--- src/wiper_cascade_pkg.sv ---
`default_nettype none
package wiper_cascade_pkg;

  // ****************************************
  // Array geometry
  // ****************************************
  localparam int          NUM_POTS  = 4;
  localparam int          NUM_DR    = 4;
  localparam int          POS_W     = 6;
  localparam logic [5:0]  POS_MAX   = 6'h3f;
  localparam logic [5:0]  POS_MIN   = 6'h00;

  // ****************************************
  // Wiper counter field layout
  // ****************************************
  localparam int          CASCADE_BIT = 7;
  localparam int          ISOLATE_BIT = 6;
  localparam int          POS_LSB     = 0;

  // ****************************************
  // Reset values
  // ****************************************
  localparam logic [7:0]  WIPER_COUNTER_RESET = 8'h00;
  localparam logic [7:0]  STORED_RESET        = 8'h00;
  localparam logic [7:0]  RD_DATA_RESET       = 8'h00;

  // ****************************************
  // Timing
  // ****************************************
  localparam int          CLK_HZ          = 10_000_000;
  localparam int          NV_WRITE_MS     = 10;
  localparam int          NV_WRITE_CYCLES = (NV_WRITE_MS * CLK_HZ) / 1000;

  // ****************************************
  // Commands from the instruction decoder
  // ****************************************
  typedef enum logic [3:0] {
    CMD_WRITE_WIPER     = 4'ha,
    CMD_WRITE_STORED    = 4'hc,
    CMD_COPY_TO_WIPER   = 4'hd,
    CMD_COPY_TO_STORED  = 4'he,
    CMD_GLOBAL_TO_WIPER = 4'h1,
    CMD_GLOBAL_TO_STORE = 4'h8,
    CMD_STEP_ENABLE     = 4'h2
  } cmd_op_t;

  // Control phases
  typedef enum logic [1:0] {
    PH_RECALL = 2'b00,
    PH_RUN    = 2'b01
  } phase_t;

endpackage : wiper_cascade_pkg
`default_nettype wire

--- src/nv_write_timer.sv ---
`timescale 1ns/1ps
`default_nettype none

module nv_write_timer #(
  parameter int CYCLES = wiper_cascade_pkg::NV_WRITE_CYCLES
) (
  input  wire logic core_clk_in,
  input  wire logic resetn_in,
  input  wire logic start_in,
  output logic      busy_out
);

  localparam int CW = $clog2(CYCLES + 1);

  typedef struct packed {
    logic [CW-1:0] count;
  } timer_t;

  timer_t s_q;
  timer_t s_d;

  // Load on start, count down to zero
  always_comb begin
    s_d = s_q;
    if (start_in) begin
      s_d.count = CW'(CYCLES);
    end else if (s_q.count != '0) begin
      s_d.count = s_q.count - CW'(1);
    end
  end

  // State register
  always_ff @(posedge core_clk_in) begin
    if (!resetn_in) begin
      s_q <= '0;
    end else begin
      s_q <= s_d;
    end
  end

  assign busy_out = (s_q.count != '0);

endmodule : nv_write_timer
`default_nettype wire

--- src/wiper_cascade_control.sv ---
// Operation
// - Data byte holds six position bits plus two control bits on top.
// - Bit 7 is cascade select; zero means normal uncascaded operation.
// - Cascade select one links a pot to the next higher-numbered pot.
// - Isolate zero enables the wiper; one disconnects it, leaving it floating.
// - Position changes by direct write, stored copy, or step command.
// - Stepping past a linked array end carries the wiper into the adjacent array; an unlinked end holds.
// - Reads return position and flags; isolate zero marks the active wiper.
// - Two, three or four pots may chain; pot 3 wraps into pot 0.
// - After reset each wiper counter loads from its stored setting zero.
// - Stored register changes are nonvolatile writes lasting up to 10 ms.
// - Each step moves one segment: up when data high, down when low.
`timescale 1ns/1ps
`default_nettype none

module wiper_cascade_control #(
  parameter int NV_WRITE_CYCLES = wiper_cascade_pkg::NV_WRITE_CYCLES
) (
  input  wire logic                       core_clk_in,
  input  wire logic                       resetn_in,
  input  wire logic                       cmd_valid_in,
  output logic                            cmd_ready_out,
  input  wire wiper_cascade_pkg::cmd_op_t cmd_op_in,
  input  wire logic [1:0]                 cmd_pot_in,
  input  wire logic [1:0]                 cmd_reg_in,
  input  wire logic [7:0]                 cmd_data_in,
  input  wire logic                       step_valid_in,
  input  wire logic                       step_up_in,
  input  wire logic                       rd_stored_in,
  input  wire logic [1:0]                 rd_pot_in,
  input  wire logic [1:0]                 rd_reg_in,
  output logic [7:0]                      rd_data_out,
  output logic [3:0][5:0]                 wiper_pos_out,
  output logic [3:0]                      wiper_enable_out,
  output logic [3:0]                      cascade_link_out,
  output logic [1:0]                      active_pot_out,
  output logic                            nv_busy_out
);

  // ****************************************
  // State
  // ****************************************
  typedef struct packed {
    wiper_cascade_pkg::phase_t phase;
    logic [3:0][7:0]           wiper;
    logic [3:0][3:0][7:0]      stored;
    logic [1:0]                act_pot;
    logic [7:0]                rd_data;
  } ctl_t;

  ctl_t s_q;
  ctl_t s_d;
  logic nv_start;
  logic nv_busy;

  // ****************************************
  // Helpers
  // ****************************************

  // Next pot in the chain, wrapping 3 into 0
  function automatic logic [1:0] next_pot(input logic [1:0] p);
    next_pot = p + 2'h1;
  endfunction : next_pot

  // Pot whose chain link lands on p
  function automatic logic [1:0] prev_pot(input logic [1:0] p);
    prev_pot = p - 2'h1;
  endfunction : prev_pot

  // Position field of a wiper counter
  function automatic logic [5:0] pos_of(input logic [7:0] w);
    pos_of = w[wiper_cascade_pkg::POS_LSB +: wiper_cascade_pkg::POS_W];
  endfunction : pos_of

  // ****************************************
  // Next-state logic
  // ****************************************

  // Command handling, stepping and read capture
  always_comb begin
    logic [1:0] p;
    logic [1:0] n;
    logic [5:0] pos;
    s_d      = s_q;
    nv_start = 1'b0;
    p        = s_q.act_pot;
    n        = 2'h0;
    pos      = pos_of(s_q.wiper[p]);

    case (s_q.phase)
      wiper_cascade_pkg::PH_RECALL: begin
        // Power-up recall, flags included
        for (int i = 0; i < wiper_cascade_pkg::NUM_POTS; i++) begin
          s_d.wiper[i] = s_q.stored[i][0];
        end
        s_d.phase = wiper_cascade_pkg::PH_RUN;
      end
      wiper_cascade_pkg::PH_RUN: begin
        // Commands win over a step in the same cycle; while the write timer
        // runs, commands wait and steps still go through
        if (cmd_valid_in && !nv_busy) begin
          case (cmd_op_in)
            wiper_cascade_pkg::CMD_WRITE_WIPER: begin
              s_d.wiper[cmd_pot_in] = cmd_data_in;
            end
            wiper_cascade_pkg::CMD_WRITE_STORED: begin
              s_d.stored[cmd_pot_in][cmd_reg_in] = cmd_data_in;
              nv_start = 1'b1;
            end
            wiper_cascade_pkg::CMD_COPY_TO_WIPER: begin
              s_d.wiper[cmd_pot_in] = s_q.stored[cmd_pot_in][cmd_reg_in];
            end
            wiper_cascade_pkg::CMD_COPY_TO_STORED: begin
              s_d.stored[cmd_pot_in][cmd_reg_in] = s_q.wiper[cmd_pot_in];
              nv_start = 1'b1;
            end
            wiper_cascade_pkg::CMD_GLOBAL_TO_WIPER: begin
              for (int i = 0; i < wiper_cascade_pkg::NUM_POTS; i++) begin
                s_d.wiper[i] = s_q.stored[i][cmd_reg_in];
              end
            end
            wiper_cascade_pkg::CMD_GLOBAL_TO_STORE: begin
              for (int i = 0; i < wiper_cascade_pkg::NUM_POTS; i++) begin
                s_d.stored[i][cmd_reg_in] = s_q.wiper[i];
              end
              nv_start = 1'b1;
            end
            wiper_cascade_pkg::CMD_STEP_ENABLE: begin
              s_d.act_pot = cmd_pot_in;
            end
            default: begin
              s_d.act_pot = s_q.act_pot;
            end
          endcase
        end else if (step_valid_in) begin
          if (step_up_in) begin
            // Toward the high terminal
            if (pos != wiper_cascade_pkg::POS_MAX) begin
              s_d.wiper[p][5:0] = pos + 6'h01;
            end else if (s_q.wiper[p][wiper_cascade_pkg::CASCADE_BIT]) begin
              n = next_pot(p);
              s_d.wiper[n][5:0] = wiper_cascade_pkg::POS_MIN;
              s_d.wiper[n][wiper_cascade_pkg::ISOLATE_BIT] = 1'b0;
              s_d.wiper[p][wiper_cascade_pkg::ISOLATE_BIT] = 1'b1;
              s_d.act_pot = n;
            end
          end else begin
            // Toward the low terminal
            // Carry down follows the link bit of the lower neighbour, since
            // the chain always links a pot to the one above it
            if (pos != wiper_cascade_pkg::POS_MIN) begin
              s_d.wiper[p][5:0] = pos - 6'h01;
            end else if (s_q.wiper[prev_pot(p)][wiper_cascade_pkg::CASCADE_BIT]) begin
              n = prev_pot(p);
              s_d.wiper[n][5:0] = wiper_cascade_pkg::POS_MAX;
              s_d.wiper[n][wiper_cascade_pkg::ISOLATE_BIT] = 1'b0;
              s_d.wiper[p][wiper_cascade_pkg::ISOLATE_BIT] = 1'b1;
              s_d.act_pot = n;
            end
          end
        end
      end
      default: begin
        s_d.phase = wiper_cascade_pkg::PH_RECALL;
      end
    endcase

    // Read port shows current position and flags, or a stored register when rd_stored_in is set
    if (rd_stored_in) begin
      s_d.rd_data = s_q.stored[rd_pot_in][rd_reg_in];
    end else begin
      s_d.rd_data = s_q.wiper[rd_pot_in];
    end
  end

  // State register
  always_ff @(posedge core_clk_in) begin
    if (!resetn_in) begin
      s_q.phase   <= wiper_cascade_pkg::PH_RECALL;
      s_q.wiper   <= {wiper_cascade_pkg::NUM_POTS{wiper_cascade_pkg::WIPER_COUNTER_RESET}};
      s_q.stored  <= {(wiper_cascade_pkg::NUM_POTS * wiper_cascade_pkg::NUM_DR)
                      {wiper_cascade_pkg::STORED_RESET}};
      s_q.act_pot <= 2'h0;
      s_q.rd_data <= wiper_cascade_pkg::RD_DATA_RESET;
    end else begin
      s_q <= s_d;
    end
  end

  // ****************************************
  // Nonvolatile write timing
  // ****************************************
  nv_write_timer #(
    .CYCLES (NV_WRITE_CYCLES)
  ) u_nv_timer (
    .core_clk_in (core_clk_in),
    .resetn_in   (resetn_in),
    .start_in    (nv_start),
    .busy_out    (nv_busy)
  );

  // ****************************************
  // Outputs
  // ****************************************

  // Analog switch controls per pot
  always_comb begin
    for (int i = 0; i < wiper_cascade_pkg::NUM_POTS; i++) begin
      wiper_pos_out[i]    = pos_of(s_q.wiper[i]);
      wiper_enable_out[i] = ~s_q.wiper[i][wiper_cascade_pkg::ISOLATE_BIT];
      cascade_link_out[i] = s_q.wiper[i][wiper_cascade_pkg::CASCADE_BIT];
    end
  end

  // Ready drops for the whole write time, volatile commands included
  assign cmd_ready_out  = (s_q.phase == wiper_cascade_pkg::PH_RUN) && !nv_busy;
  assign rd_data_out    = s_q.rd_data;
  assign active_pot_out = s_q.act_pot;
  assign nv_busy_out    = nv_busy;

endmodule : wiper_cascade_control
`default_nettype wire

--- config.mk ---
export PLATFORM = sky130hd
export DESIGN_NAME = wiper_cascade_control
export DESIGN_NICKNAME = d
export VERILOG_FILES = /design/src/wiper_cascade_pkg.sv /design/src/nv_write_timer.sv /design/src/wiper_cascade_control.sv
export SDC_FILE = /design/constraint.sdc
export NUM_CORES = 1
export LEC_CHECK = 0
export ABC_CLOCK_PERIOD_IN_PS = 6700
export BUFFER_PORTS_ARGS = -buffer_cell sky130_fd_sc_hd__buf_2
export CORE_MARGIN = 2
export CORE_UTILIZATION = 40
export DETAILED_ROUTE_END_ITERATION = 10
export HOLD_SLACK_MARGIN = 0.15
export SYNTH_ARGS = -nofsm -noshare
export SYNTH_HDL_FRONTEND = slang
export SYNTH_SLANG_ARGS = --single-unit
--- constraint.sdc ---
create_clock -name core_clk_in -period 6.7 [get_ports core_clk_in]
set_input_delay 0.335 -clock core_clk_in [delete_from_list [all_inputs] [get_ports core_clk_in]]
set_output_delay 0.335 -clock core_clk_in [all_outputs]
set_load 0.05 [all_outputs]
After elaboration in Yosys (flattened, before gate mapping) --
Cells that the tools add are included.
Word-level totals: output and inout bits 44, bits in writable memories 0, memories kept 0, register bits 189, latch bits 0, bits of input ports 26, word-level logic and storage cells 170, memory bits (read-only) 0
Operators by class: multiplexer cells 79, divide/modulo/power cells 0, equal/unequal tests 17, multiply operators 0, order comparisons 12, bitwise gates (word level) 11, reduce and logical (&&, ||, !) cells 21, shift operators 0, $add $sub $neg 5
Operators by type and width (count):
- $pmux 128 s3 | 1
- $bwmux 32 | 10
- $mux 32 | 10
- $bwmux 128 | 2
- $bmux 8 s2 | 10
- $bmux 32 s2 | 2
- $demux 8 s2 | 8
- $mux 8 | 13
- $pmux 32 s3 | 1
- $and 32x32->32 | 2
- $demux 32 s2 | 1
- $not 32->32 | 2
- $or 32x32->32 | 2
- $pmux 32 s2 | 1
- $mux 17 | 2
- $lt 2x3->1 const B | 7
- $mux 7 | 3
- $eq 4x4->1 const B | 5
- $mux 6 | 3
- $reduce_bool 17->1 | 1
- $sub 17x1->17 const B | 1
- $mux 2 | 8
- $ge 2x1->1 const B | 5
- $ne 5x5->1 const B | 2
- other kinds (26) | 43

Logic depth before layout (Yosys ltp) --
depth in word-level cells 14, gate-level depth with buffers 13, depth with buffers taken out 9

Cells and area by module --
From an unflattened synthesis, not the netlist that was laid out.
Unflattened totals: cell total of the unflattened synthesis 1751, area, all modules 14859.3 sq um
Modules (own cells, without submodules):
- wiper_cascade_control | cells each 1648, seq. area each 3423.3 sq um, times used 1, area an instance 13895.8 sq um
- nv_write_timer | cells each 103, seq. area each 340.3 sq um, times used 1, area an instance 963.4 sq um

Worst setup path after synthesis --
No wires, ideal clock.
path type register to register, start point register s_q, in the netlist active_pot_out[0], end point register s_q, in the netlist wiper_pos_out[13], path buffers 4, stages on the path, launching flop included 14, arrival time 3.346 ns, setup time 0.117 ns, required time 6.583 ns, slack 3.237 ns, clock period less this slack 3.463 ns, cell sequence dfxtp_1 -> buf_2 -> buf_2 -> mux4_2 -> buf_2 -> inv_1 -> ha_1 -> nand4_1 -> a21oi_1 -> or2_2 -> clkbuf_1 -> mux2i_1 -> a221o_1 -> a32o_1
Between the ends: word-level cells in the longest chain between the ends 14, elaborated cells on any way between the ends 49, those cells by class add/sub (4); order compare (6); eq/ne (3); mux (25); bitwise (6); reduce/logical (5)
RTL lines:
- start, declared | line wiper_cascade_control.sv:51 | ctl_t s_q;
- $sub 2x1->2 / $add 2x1->2 (equally long branches) | line wiper_cascade_control.sv:67, wiper_cascade_control.sv:62
- $lt 2x3->1 (not written as such), or another cell as far along | line wiper_cascade_control.sv:155 | s_d.wiper[n][5:0] = wiper_cascade_pkg::POS_MAX;
- $logic_and 1x1->1 (on tied branches) | line wiper_cascade_control.sv:155, wiper_cascade_control.sv:142
- $mux 6 (on tied branches) | line wiper_cascade_control.sv:155, wiper_cascade_control.sv:142
- $demux 8 s2 (on tied branches) | line wiper_cascade_control.sv:155, wiper_cascade_control.sv:142
- $bwmux 32 (on tied branches) | line wiper_cascade_control.sv:155, wiper_cascade_control.sv:142
- $and 32x32->32 (no line)
- $or 32x32->32 (no line)
- $mux 32 (on tied branches) | line wiper_cascade_control.sv:153, wiper_cascade_control.sv:140
- $mux 32 (on tied branches) | line wiper_cascade_control.sv:151, wiper_cascade_control.sv:138
- $mux 32 | line wiper_cascade_control.sv:136 | if (step_up_in) begin
- $mux 32 | line wiper_cascade_control.sv:135 | end else if (step_valid_in) begin
- $mux 32 | line wiper_cascade_control.sv:101 | if (cmd_valid_in && !nv_busy) begin
- $pmux 32 s2 | line wiper_cascade_control.sv:90 | case (s_q.phase)
Parallel ways exist; a longest one is shown, timed or not. The select of a mux whose other input is x is not followed. A chain may end at the register's enable or synchronous reset.

Worst setup path after layout --
start point register s_q, in the netlist active_pot_out[1], end point register s_q, in the netlist wiper_pos_out[11]
The elaborated chain is that of the path after synthesis.

==> results_tabular.tex <==
\begin{tabular}{lr}
\hline
Metric & Value \\
\hline
\multicolumn{2}{l}{\textbf{Global route}} \\
\quad Via count of the first global-routing pass & between 10000 and 15000 \\
\quad Total global-route track usage & 0.330 \\
\quad Global-route wire length before repair & $\sim$96 mm \\
\quad Remaining global-route overflow & 0 \\
\quad Maximum number of pins on one net before global-route repair & 88 \\
\quad Initial antenna violation count & 3 \\
\multicolumn{2}{l}{\textbf{Route}} \\
\quad Post-DR vias/cell & between 7 and 8 \\
\quad Aggregate routed wire length & between 60 and 70 mm \\
\quad Number of detailed-route iterations in the first pass & 6 \\
\quad Per-cell routed wire length & 30.1 µm \\
\quad Vias & 15572 \\
\quad Initial DRC Count & around 2400 \\
\quad DRC errors left & 0 \\
\quad Remaining antenna violation count & 0 \\
\multicolumn{2}{l}{\textbf{Logic synthesis}} \\
\quad Share of synthesized area occupied by flip-flops and latches & 0.250 \\
\quad Post-synthesis average cell area & about 8.5 µm² \\
\quad Adder and majority cell fraction of the synthesized area & 0.00832 \\
\quad Post-synthesis share of cell area spent on and, or, nand and nor gates & 0.141 \\
\quad Share of the synthesized area in compound gates (AO/OA/AOI/OAI) & 0.297 \\
\quad Yosys cell types & a little under 80 \\
\quad Number of synthesized register bits & 188 \\
\quad Synthesized net count & 1811 \\
\quad Leading register cell type out of synthesis & dfxtp\_1 \\
\quad Post-synth top area share & 0.250 \\
\quad Main combinational cell family by area after synthesis & compound AO/OA/AOI/OAI gates \\
\quad Cell types with the largest area share after synthesis & dfxtp\_1 (25\%), mux4\_2 (14\%), a22oi\_1 (9.0\%) \\
\quad Number of enable-type register cells in the synthesized netlist & 0 \\
\quad Mapped cell area & roughly 0.015 mm² \\
\quad Number of instances in the synthesized netlist & 1775 \\
\quad Multiplexer share of the synthesized area & 0.216 \\
\quad Synth warnings & 0 \\
\quad Async set-reset flop share out of synthesis & 0 \\
\quad Share of the synthesized netlist area taken by xor and xnor gates & 0.0111 \\
\quad Library cell occupying the most area in the post-synthesis netlist & dfxtp\_1 \\
\multicolumn{2}{l}{\textbf{Power}} \\
\quad Power Density & 230 mW/mm² \\
\quad Static leakage power & between 4 and 5 nW \\
\quad Max rail drop VDD & about 0.16 mV \\
\multicolumn{2}{l}{\textbf{Worst setup path}} \\
\quad Cell depth of the worst setup path & 9 \\
\quad Cell count of the worst reg-to-reg path & 9 \\
\quad Critical-path top delay cell & dfxtp\_1 \\
\quad Delay contributed by the slowest stage of the critical path & $\sim$0.96 ns \\
\quad Library cell appearing most often on the critical path & o31ai\_1 \\
\quad Crit path kind & flop to flop \\
\quad Worst Setup End Kind & flop \\
\quad CP startpoint kind & flop \\
\quad Crit path buf inv count & 1 \\
\quad Worst Path Max Fanout & 20 \\
\quad Arrival time at the worst endpoint & 4.47 ns \\
\quad Ordered cell list for the critical path & mux4\_2, inv\_1, ha\_1, nand4\_1, a211o\_1, o31ai\_1, or2\_2, o22ai\_1, o31ai\_1 \\
\quad Cell class contributing the biggest share of worst-path delay & compound AO/OA/AOI/OAI gates \\
\quad Required time of the critical path & slightly above 7 ns \\
\multicolumn{2}{l}{\textbf{Floorplanning}} \\
\quad Starting utilization of the core area & 0.403 \\
\quad Die Ht & slightly below 200 µm \\
\quad Die boundary width & approximately 200 µm \\
\quad Number of top-level pins & 70 \\
\quad Site row count & $\sim$70 \\
\quad Floorplan core area & 0.0373 mm² \\
\quad Die Outline Area & 0.0391 mm² \\
\multicolumn{2}{l}{\textbf{Clock network}} \\
\quad Clock H-tree levels & 4 \\
\quad Post-CTS Setup Repair Bufs & 0 \\
\quad Clock sink count & 188 \\
\quad Cts-stage hold buffer count & 0 \\
\quad Largest buffer count on any clock path & 2 \\
\quad Post\_cts resized & 0 \\
\quad TritonCTS clock tree & done \\
\quad Inserted Clock Buffers & 17 \\
\quad Clock root buffer & clkbuf\_16 \\
\quad Reg clk slew, reported paths & about 0.080 ns \\
\quad Later-pin clock latency in the skew report & between 0.4 and 0.5 ns \\
\multicolumn{2}{l}{\textbf{Timing}} \\
\quad Final hold viol count & 0 \\
\quad Unrepaired setup endpoints after global routing & no \\
\quad Max Clock Freq & 245 MHz \\
\quad Clock skew after layout & between 0.015 and 0.02 ns \\
\quad Max Transition Viols Final & 0 \\
\quad Max transition margin & 0.116 \\
\quad Slew of the pin with the lowest slew margin & roughly 1.3 ns \\
\quad Worst hold slack & 0.297 ns \\
\quad Number of setup violations in the final report & 0 \\
\quad Total Negative Setup Slacks & 0 ns \\
\quad Final setup margin & between 2 and 3 ns \\
\quad Post-route fraction of the period consumed by the critical path & 0.610 \\
\quad Final min period & between 4 and 5 ns \\
\multicolumn{2}{l}{\textbf{Place}} \\
\quad Hpwl dp & $\sim$46 mm \\
\quad Final weighted congestion in routability-driven placement & 0.985 \\
\quad Post-Place Worst Slack & roughly 2.7 ns \\
\quad Number of buffer cells added on primary ports & 69 \\
\quad Post-Place Cells & about 2100 \\
\multicolumn{2}{l}{\textbf{Layout}} \\
\quad Nets & approximately 1700 \\
\quad Post-route non-filler standard cell count & between 2000 and 2500 \\
\quad Synthesis-to-layout area growth & 5.36\% \\
\quad Fraction of final layout cells sized beyond drive strength 1 & 0.174 \\
\quad Count of fill cells added during filler insertion & $\sim$3700 \\
\multicolumn{2}{l}{\textbf{Job}} \\
\quad Max Cap Violations & 0 \\
\multicolumn{2}{l}{\textbf{Min path}} \\
\quad WHS Path Cells & 1 \\
\quad Class of the tightest hold or removal check & primary input to flop \\
\multicolumn{2}{l}{\textbf{Outcome}} \\
\quad Run status & finished, final reports clean \\
\hline
\end{tabular}
-- per-stage QoR --
step	area [µm²]	util	power, mW
global route	15800	0.424	3.77
global placement	15200	0.409	2.54
floorplan	15000	-	2.25
detailed placement	15200	0.409	2.55
CTS	15800	0.424	3.62
finish	15800	0.424	3.65
-- worst reg2reg max path, stage by stage (launching register included) --
cell and delay, ns:
dfxtp_1 0.96, mux4_2 0.54, inv_1 0.20, ha_1 0.23, nand4_1 0.22, a211o_1 0.48, o31ai_1 0.81, or2_2 0.26
o22ai_1 0.08, o31ai_1 0.23
-- placed cells by master (no fill, tap or decap), drive strengths merged, types with 18 or more instances in the layout --
| master | instances |
|---|---|
| clkbuf | 19 |
| a22o | 34 |
| mux2i | 110 |
| o21ai | 121 |
| inv | 37 |
| buf | 104 |
| or2 | 19 |
| a221o | 22 |
| nor2 | 199 |
| a22oi | 180 |
| nor3 | 18 |
| nand2 | 144 |
| dfxtp | 188 |
| mux4 | 95 |
| a21oi | 108 |
-- metal layers --
layer / track usage / part of all wire / routed length [µm] / vias up
met5: 0 / 0.00020 / 13 / -
met4: 0.171 / 0.055 / 3550 / 2
met3: 0.0833 / 0.13 / 8460 / 233
met2: 0.507 / 0.44 / 28600 / 1194
met1: 0.428 / 0.38 / 24500 / 7588
li1: - / - / - / 6555
-- cell type report --
| type | count | area, µm² | area share |
|---|---|---|---|
| diodes | 1 | 2.50 | 0.000158 |
| clock buffers | 19 | 443 | 0.0280 |
| clock inverters | 13 | 145 | 0.00916 |
| inverters | 29 | 111 | 0.00703 |
| multi-input cells | 1332 | 10200 | 0.642 |
| flip-flops and latches | 188 | 3760 | 0.238 |
| well taps | 474 | 593 | 0.0374 |
| repair buffers | 104 | 608 | 0.0384 |
-- registers in the layout, indices dropped and copies added, names as in the netlist --
name and flops:
cascade_link_out 4, u_nv_timer.s_q 17, wiper_pos_out 24, s_q 133, rd_data_out 8, active_pot_out 2
-- cell usage after synthesis, drive strengths merged, types with 5 or more instances --
| library cell | count |
|---|---|
| a32oi | 13 |
| mux2i | 110 |
| o2bb2ai | 12 |
| clkbuf | 158 |
| a21oi | 108 |
| ha | 10 |
| nor3 | 18 |
| nor4 | 11 |
| nand2 | 144 |
| a22oi | 180 |
| a22o | 34 |
| nand4 | 9 |
| dfxtp | 188 |
| and3 | 7 |
| and2 | 11 |
| nand2b | 13 |
| a221o | 22 |
| a221oi | 14 |
| a32o | 13 |
| or2 | 19 |
| o211ai | 14 |
| or3 | 8 |
| a31oi | 5 |
| nand3 | 17 |
| a211oi | 8 |
| nor2b | 5 |
| xor2 | 6 |
| a21o | 8 |
| buf | 68 |
| xnor2 | 13 |
| nor2 | 199 |
| mux4 | 95 |
| o221ai | 17 |
| o31ai | 10 |
| o22ai | 11 |
| inv | 29 |
| o21ai | 121 |
-- kinds of logic (layout without fill, tap and decap cells) --
kind of cell	count (synthesis)	after routing
compound gates	626	626
simple gates	471	471
buf+inv	255	165
mux	206	206
flops	188	188
xor+xnor	19	19
fa+ha+maj	10	10
other cells	0	1
-- power by group --
group | leakage, nW | internal [mW] | switching [mW]
Sequential | 1.52 | 1.19 | 0.156
Clock | 0.291 | 0.541 | 0.540
Combinational | 3.14 | 0.396 | 0.826
Total | 4.95 | 2.12 | 1.52
-- final timing paths --
check / from / end / slack (ns)
worst max-delay path: active_pot_out[1] / wiper_pos_out[11] / 2.62
worst min-delay path: resetn_in / s_q[170] / 0.30
worst max register to register: active_pot_out[1] / wiper_pos_out[11] / 2.62
worst min register to register: s_q[129] / s_q[129] / 0.51
No activity file was read; power rests on OpenSTA's default activity.
